`src/rtl/sba_pkg.sv`:
```
// Constants and types for the two-wire block access slave.
// Assumes a 25 MHz system clock and a bus master that drives SCL.
package sba_pkg;
  localparam logic [7:0] CMD_BLK_WR = 8'hFC;
  localparam logic [7:0] CMD_BLK_RD = 8'hFD;
  localparam logic [7:0] RAM_TOP = 8'hDF;
  localparam logic [7:0] EE_HI_MIN = 8'hF8;
  localparam logic [7:0] EE_HI_MAX = 8'hFB;
  localparam logic [7:0] BLK_RD_CNT = 8'h20;
  localparam logic [7:0] CRC_POLY = 8'h07;
  localparam logic [7:0] IDLE_BYTE = 8'hFF;
  localparam logic [5:0] BLK_MAX = 6'h20;
  localparam logic [5:0] PEC_IDX = 6'h21;
  localparam logic [5:0] IDX_SAT = 6'h3F;
  localparam logic [3:0] BIT_LAST = 4'h7;
  localparam logic [3:0] BIT_ACK = 4'h8;
  // Arbitrary default slave address
  localparam logic [6:0] DEV_ADDR_DEF = 7'h34;
  localparam int EE_PROG_US = 250;
  localparam int CLK_MHZ = 25;
  localparam int EE_PROG_CYC = EE_PROG_US * CLK_MHZ;
  typedef enum logic [2:0] {
    ST_IDLE = 3'h0,
    ST_ADDR = 3'h1,
    ST_CMD = 3'h3,
    ST_DATA = 3'h2,
    ST_READ = 3'h6,
    ST_IGN = 3'h4
  } sba_state_type;
endpackage

```
`src/rtl/sba_slave.sv`:
```
// Two-wire slave for RAM/EEPROM block access with packet error check on block reads.
// Assumes SCL/SDA pins arrive asynchronously and a memory beside it
// answers mem_rdata combinationally from mem_addr on this clock.
`timescale 1ns/1ps
`default_nettype none

module sba_slave
  import sba_pkg::*;
#(
  parameter logic [6:0] DEV_ADDR = sba_pkg::DEV_ADDR_DEF,
  parameter int PROG_CYC = sba_pkg::EE_PROG_CYC
) (
  // Clock and reset
  input wire logic ref_clk,
  input wire logic resetn,
  // Bus pins
  input wire logic scl_i,
  output logic scl_o,
  output logic scl_oe,
  input wire logic sda_i,
  output logic sda_o,
  output logic sda_oe,
  // Memory read side
  output logic [15:0] mem_addr,
  input wire logic [7:0] mem_rdata,
  // Memory write side
  output logic mem_wr_en,
  output logic mem_wr_ee,
  output logic [15:0] mem_wr_addr,
  output logic [7:0] mem_wr_data
);
  import sba_pkg::*;

  function automatic logic in_ee(input logic [7:0] hi);
    in_ee = (hi >= EE_HI_MIN) && (hi <= EE_HI_MAX);
  endfunction

  function automatic logic [7:0] crc8(input logic [7:0] c,
                                      input logic [7:0] d);
    logic [7:0] r;
    r = c ^ d;
    for (int i = 0; i < 8; i++) begin
      r = r[7] ? ((r << 1) ^ CRC_POLY) : (r << 1);
    end
    crc8 = r;
  endfunction

  //////////////////////////////////////////////////////////////////////////
  logic [2:0] scl_p, sda_p;
  sba_state_type state_r;
  logic [3:0] bit_cnt_r;
  logic [7:0] sh_r, tx_r, cmd_r, crc_r, mem_wr_data_r;
  logic [5:0] idx_r, cnt_r;
  logic [15:0] ptr_r, mem_wr_addr_r, prog_cnt_r;
  logic rd_go_r, ack_drv_r, blk_rd_r, mem_wr_en_r, mem_wr_ee_r;

  // Pins pass two flops; the third stage only serves edge detection
  always_ff @(posedge ref_clk or negedge resetn) begin
    if (!resetn) begin
      scl_p <= 3'h7;
      sda_p <= 3'h7;
    end else begin
      scl_p <= {scl_p[1:0], scl_i};
      sda_p <= {sda_p[1:0], sda_i};
    end
  end

  wire scl_s = scl_p[1];
  wire sda_s = sda_p[1];
  wire scl_rise = scl_s & ~scl_p[2];
  wire scl_fall = ~scl_s & scl_p[2];
  wire start_ev = scl_s & scl_p[2] & sda_p[2] & ~sda_s;
  wire stop_ev = scl_s & scl_p[2] & ~sda_p[2] & sda_s;
  wire byte_done = scl_fall && (bit_cnt_r == BIT_LAST);
  wire ack_end = scl_fall && (bit_cnt_r == BIT_ACK);
  wire active = (state_r != ST_IDLE) && (state_r != ST_IGN);
  wire addr_hit = (sh_r[7:1] == DEV_ADDR);
  wire cmd_ok = (sh_r <= RAM_TOP) || in_ee(sh_r) ||
                (sh_r == CMD_BLK_WR) || (sh_r == CMD_BLK_RD);
  wire blk_data = (cmd_r == CMD_BLK_WR) && (idx_r != 6'h00) &&
                  (idx_r <= cnt_r);
  wire do_wr = (state_r == ST_DATA) && byte_done &&
               (((cmd_r <= RAM_TOP) && (idx_r == 6'h00)) ||
                (in_ee(cmd_r) && (idx_r == 6'h01)) || blk_data);
  wire idx_nxt_en = (idx_r != IDX_SAT);
  wire rd_data_idx = (idx_r != 6'h00) && (idx_r <= BLK_MAX);
  wire [7:0] rd_byte = !blk_rd_r ?
                       ((idx_r == 6'h00) ? mem_rdata : IDLE_BYTE) :
                       (idx_r == 6'h00) ? BLK_RD_CNT :
                       rd_data_idx ? mem_rdata :
                       (idx_r == PEC_IDX) ? crc_r : IDLE_BYTE;

  //////////////////////////////////////////////////////////////////////////
  // Bit engine; sh_r also captures our own driven bits on reads
  always_ff @(posedge ref_clk or negedge resetn) begin
    if (!resetn) begin
      bit_cnt_r <= 4'h0;
      sh_r <= 8'h00;
      rd_go_r <= 1'b0;
    end else if (start_ev) begin
      bit_cnt_r <= 4'hF; // Wraps to zero on the SCL fall after START
    end else if (scl_rise) begin
      if (bit_cnt_r != BIT_ACK) sh_r <= {sh_r[6:0], sda_s};
      else rd_go_r <= ~sda_s;
    end else if (scl_fall) begin
      bit_cnt_r <= (bit_cnt_r == BIT_ACK) ? 4'h0 : bit_cnt_r + 4'h1;
    end
  end

  //////////////////////////////////////////////////////////////////////////
  always_ff @(posedge ref_clk or negedge resetn) begin
    if (!resetn) begin
      state_r <= ST_IDLE;
      ack_drv_r <= 1'b0;
      blk_rd_r <= 1'b0;
      cmd_r <= 8'h00;
      idx_r <= 6'h00;
      cnt_r <= 6'h00;
      ptr_r <= 16'h0000;
    end else if (stop_ev) begin
      state_r <= ST_IDLE;
      ack_drv_r <= 1'b0;
      blk_rd_r <= 1'b0;
    end else if (start_ev) begin
      state_r <= ST_ADDR;
      ack_drv_r <= 1'b0;
    end else if (byte_done) begin
      case (state_r)
        ST_ADDR: begin
          ack_drv_r <= addr_hit;
          idx_r <= 6'h00;
          state_r <= !addr_hit ? ST_IGN : sh_r[0] ? ST_READ : ST_CMD;
        end
        ST_CMD: begin
          ack_drv_r <= cmd_ok;
          cmd_r <= sh_r;
          state_r <= cmd_ok ? ST_DATA : ST_IGN;
          blk_rd_r <= (sh_r == CMD_BLK_RD);
          if (sh_r <= RAM_TOP) ptr_r <= {8'h00, sh_r};
        end
        ST_DATA: begin
          ack_drv_r <= 1'b1;
          if (idx_nxt_en) idx_r <= idx_r + 6'h01;
          if (in_ee(cmd_r) && (idx_r == 6'h00)) ptr_r <= {cmd_r, sh_r};
          if ((cmd_r == CMD_BLK_WR) && (idx_r == 6'h00)) begin
            cnt_r <= (sh_r > {2'b00, BLK_MAX}) ? BLK_MAX : sh_r[5:0];
          end
          if (do_wr && blk_data) ptr_r <= ptr_r + 16'h0001;
        end
        default: ;
      endcase
    end else if (ack_end) begin
      ack_drv_r <= 1'b0;
      if (state_r == ST_READ) begin
        if (!rd_go_r) begin
          state_r <= ST_IGN;
        end else begin
          if (idx_nxt_en) idx_r <= idx_r + 6'h01;
          if (blk_rd_r && rd_data_idx) ptr_r <= ptr_r + 16'h0001;
        end
      end
    end
  end

  //////////////////////////////////////////////////////////////////////////
  // Transmit next byte after ack
  always_ff @(posedge ref_clk or negedge resetn) begin
    if (!resetn) begin
      tx_r <= 8'hFF;
    end else if (ack_end && (state_r == ST_READ) && rd_go_r) begin
      tx_r <= rd_byte;
    end else if (scl_fall && (bit_cnt_r < BIT_LAST)) begin
      tx_r <= {tx_r[6:0], 1'b1};
    end
  end

  always_ff @(posedge ref_clk or negedge resetn) begin
    if (!resetn) begin
      crc_r <= 8'h00;
    end else if (stop_ev || (start_ev && !active)) begin
      crc_r <= 8'h00;
    end else if (byte_done && active) begin
      crc_r <= crc8(crc_r, sh_r);
    end
  end

  always_ff @(posedge ref_clk or negedge resetn) begin
    if (!resetn) begin
      prog_cnt_r <= 16'h0000;
      mem_wr_en_r <= 1'b0;
      mem_wr_ee_r <= 1'b0;
      mem_wr_addr_r <= 16'h0000;
      mem_wr_data_r <= 8'h00;
    end else begin
      mem_wr_en_r <= do_wr;
      if (do_wr) begin
        mem_wr_ee_r <= in_ee(ptr_r[15:8]);
        mem_wr_addr_r <= ptr_r;
        mem_wr_data_r <= sh_r;
      end
      if (do_wr && in_ee(ptr_r[15:8])) prog_cnt_r <= 16'(PROG_CYC);
      else if (prog_cnt_r != 16'h0000) prog_cnt_r <= prog_cnt_r - 16'h0001;
    end
  end

  // Pins are open drain: both lines only ever pull low
  assign scl_o = 1'b0;
  assign sda_o = 1'b0;
  assign scl_oe = (prog_cnt_r != 16'h0000);
  assign sda_oe = ack_drv_r | ((state_r == ST_READ) &&
                  (bit_cnt_r != BIT_ACK) && !tx_r[7]);
  assign mem_addr = ptr_r;
  assign mem_wr_en = mem_wr_en_r;
  assign mem_wr_ee = mem_wr_ee_r;
  assign mem_wr_addr = mem_wr_addr_r;
  assign mem_wr_data = mem_wr_data_r;
endmodule
`default_nettype wire

```
`config.mk`:
```
export PLATFORM = sky130hd
export DESIGN_NAME = sba_slave
export DESIGN_NICKNAME = d
export VERILOG_FILES = /design/src/rtl/sba_pkg.sv /design/src/rtl/sba_slave.sv
export SDC_FILE = /design/constraint.sdc
export NUM_CORES = 1
export LEC_CHECK = 0
export ABC_CLOCK_PERIOD_IN_PS = 9000
export BUFFER_PORTS_ARGS = -buffer_cell sky130_fd_sc_hd__buf_2
export CAP_MARGIN = 20
export CORE_UTILIZATION = 35
export DETAILED_ROUTE_END_ITERATION = 12
export PLACE_DENSITY = 0.54
export SYNTH_ARGS = -nofsm -noshare
export SYNTH_HDL_FRONTEND = slang
export SYNTH_SLANG_ARGS = --single-unit
```
`constraint.sdc`:
```
create_clock -name ref_clk -period 9 [get_ports ref_clk]
set_clock_uncertainty 0.1 [all_clocks]
set_input_delay 0.45 -clock ref_clk [delete_from_list [all_inputs] [get_ports ref_clk]]
set_output_delay 0.45 -clock ref_clk [all_outputs]
set_load 0.005 [all_outputs]
```
==> impl_metrics.yaml <==
logic_synthesis:
  synth-edff-count: 0
  syn_area_mm2: 0.00627
  synth_cell_type_count: 70
  synth-seq-area-share: 0.474
  synth-async-reset-ratio: 1.00
  ys_ff_latch: 118
  ys_warn_count: 0
  synth_flop_cell: "dfrtp_1"
  syn-instance-count: 645
  synth_area_per_cell_um2: 9.71
pwr:
  combPwrFrac: 0.216
  power_switching_mw: 0.574
  sw_frac_of_total: 0.307
  p_int_mw: 1.30
  leakagePower_nw: 3.47
  power_frac_seq: 0.392
  clockPowerShare: 0.392
  peakVddDrop_mv: 0.127
  power_density_mw_per_mm2: 254
timing:
  setup_viol: 0
  slew_viol_final: 0
  worstMarginPinSlew_ns: 0.998
  maxSlewHeadroom: 0.335
  max_freq_mhz: 276
  tns_ns: 0
  rsz0062_at_grt: "no"
  holdWs_ns: -0.0110
  min_period_ns: 3.63
  hold_violations: 8
  period_share: 0.403
detailed_routing:
  drt_iter0_drc: 310
  routedWlPerCell_um: 16.6
  viasPerCell: 5.37
  drtPass1Iterations: 5
  via_count: 4984
  postRouteAntennaNets: 0
  drt-total-wl_um: 15400
  drc: 0
clocking:
  cts_tree: "yes"
  clk_path_buf_depth: 2
  ctsRootBufferMaster: "clkbuf_16"
  insertion_delay_ns: 0.42
  htreeDepth: 4
  hold_buffers: 0
  cts_sinks: 118
  post_cts_resized: 0
  clk_transition_reported_paths_ns: 0.05
  numCtsBuffers: 17
  cts_setup_buffers: 0
setup_path:
  worstPathRequired_ns: 9.19
  critical_path.cell_chain: "ha_1, nand3_1, a2bb2oi_1, or4b_1, a31oi_4, and2_1, nor2_1"
  crit_path_max_incr_delay_ns: 0.89
  rrSetupSlack_ns: 5.37
  critPathLaunchType: "flop"
  cp_num_buf_inv: 0
  cp_slowest_cell: "a31oi_4"
  end_kind: "flop"
  path_class: "reg -> reg"
  cp_max_fo: 28
  cp.arrival_ns: 3.82
  crit_family: "simple AND/OR/NAND/NOR gates"
placement:
  gp_congestion: 0.820
  io_buffers: 55
  dp_hpwl_um: 10600
finish:
  fillers: 1704
  area_growth_syn_to_layout_pct: 17.4
  layout_commonest_cell: "dfrtp_1"
  layout_common_cells: "104 x dfrtp_1, 72 x nand2_1, 57 x nor2_1"
  regArea_mm2: 0.00297
  layout-drive-gt1-share: 0.206
  diodes: 0
  multi_input_area_mm2: 0.00307
  final_core_util: 0.422
  nets: 716
global_routing:
  grt_pass1_wl_um: 25600
  grt-ovfl-total: 0
  antenna_found_initial: 0
  first_global_vias: 4982
  grtUsageTotal: 0.180
  grt_max_degree: 61
die:
  start_util: 0.360
  coreArea_mm2: 0.0174
  ioPinCount: 58
  fp-row-count: 48
  die_h_um: 136
  dieArea_mm2: 0.0184
  die_w_um: 136
worst_hold_path:
  hp-class: "in -> async"
run_status:
  status: "finished, violations left"
  violations: "hold timing"
run:
  cap_violations: 0
[synthesized netlist by cell type, types with 2 or more instances]
master,count,share of area
dfrtp_1,104,0.42
nand2_1,72,0.043
nor2_1,57,0.034
a21oi_1,40,0.032
o21ai_0,40,0.032
mux2_2,32,0.058
nand3_1,29,0.023
inv_1,25,0.015
clkbuf_1,21,0.013
xnor2_1,19,0.027
xor2_1,15,0.021
dfstp_2,14,0.059
ha_1,13,0.026
mux2i_1,13,0.021
a22o_1,11,0.015
o31ai_1,9,0.011
or3_1,8,0.0080
and3_1,7,0.0070
nor3_1,7,0.0056
a31oi_1,6,0.0060
nand2b_1,6,0.0060
a22oi_1,5,0.0060
and2_1,5,0.0050
nand4_1,5,0.0050
nor4_1,5,0.0050
o22ai_1,5,0.0050
or4_1,5,0.0060
buf_4,4,0.0048
nand3b_1,4,0.0048
o211ai_1,4,0.0048
a2bb2oi_1,3,0.0042
buf_1,3,0.0018
nor3b_1,3,0.0036
o21a_1,3,0.0036
o22a_1,3,0.0042
a32o_1,2,0.0032
buf_2,2,0.0016
nand4b_1,2,0.0028
nor4b_1,2,0.0028
or2_2,2,0.0020
[metal layers]
layer,up-vias,GRT usage,wire (um)
met2,92,0.289,7460
met1,2473,0.230,7040
met3,29,0.0352,457
met4,0,0.0899,417
met5,-,0,0
li1,2390,-,-
[cell type report]
cell class | instances | share of cell area
clock inverter | 8 | 0.0196
tap | 225 | 0.0383
inverter | 25 | 0.0128
multi-input combinational | 472 | 0.418
clock buffer | 23 | 0.0677
sequential | 118 | 0.404
timing repair buffer | 57 | 0.0398
[worst reg2reg max path, cell delays in order, from the launching register on]
cell       delay (ns)
dfrtp_1          0.50
ha_1             0.39
nand3_1          0.11
a2bb2oi_1        0.16
or4b_1           0.78
a31oi_4          0.89
and2_1           0.46
nor2_1           0.10
[stage by stage]
stage	cells	power (mW)	setup WS, ns	area (um^2)
floorplan	646	1.03	6.13	6270
global placement	897	1.13	5.53	6710
detailed placement	897	1.14	5.37	6710
CTS	928	1.88	5.38	7350
global route	928	1.96	5.15	7350
finish	928	1.87	5.37	7350
[kinds of logic (layout without fill, tap and decap cells)]
| logic type | after synthesis | in the layout | share of synthesized area |
|---|---|---|---|
| and+or+nand+nor | 227 | 227 | 0.176 |
| DFF | 118 | 118 | 0.474 |
| muxes | 45 | 45 | 0.0783 |
| other | 1 | 2 | 0.000598 |
| adders and majority gates | 14 | 14 | 0.0276 |
| buffers and inverters | 56 | 113 | 0.0375 |
| xor gates and xnor gates | 34 | 34 | 0.0475 |
| AOI/OAI and AO/OA | 150 | 150 | 0.159 |
[power by group through the flow]
| stage | registers [mW] | logic, mW | clock network [mW] |
|---|---|---|---|
| after global placement | 0.737 | 0.398 | 0 |
| after floorplan | 0.654 | 0.380 | 0 |
| after detailed placement | 0.739 | 0.403 | 0 |
| after CTS | 0.732 | 0.406 | 0.744 |
| after global routing | 0.744 | 0.452 | 0.767 |
| final | 0.733 | 0.403 | 0.734 |
[state kept, by name, indices dropped and copies added (netlist names)]
| name | flops |
|---|---|
| mem_addr | 16 |
| mem_wr_addr | 16 |
| prog_cnt_r | 16 |
| cmd_r | 8 |
| crc_r | 8 |
| mem_wr_data | 8 |
| sh_r | 8 |
| tx_r | 8 |
| cnt_r | 6 |
| idx_r | 6 |
| bit_cnt_r | 4 |
| scl_p | 3 |
| sda_p | 3 |
| state_r | 3 |
| ack_drv_r | 1 |
| blk_rd_r | 1 |
| mem_wr_ee | 1 |
| mem_wr_en | 1 |
| rd_go_r | 1 |
[path summary, 6_finish.rpt]
check	startpoint	endpoint	cells after the start
hold / removal	resetn	prog_cnt_r[0]	1
setup reg to reg	idx_r[5]	prog_cnt_r[0]	7
hold reg to reg	scl_p[0]	scl_p[1]	0
max in group asynchronous	resetn	sh_r[2]	2
min in group ref_clk	sda_i	sda_p[0]	1
setup / recovery	idx_r[5]	prog_cnt_r[0]	7
No activity file was read; power rests on OpenSTA's default activity.
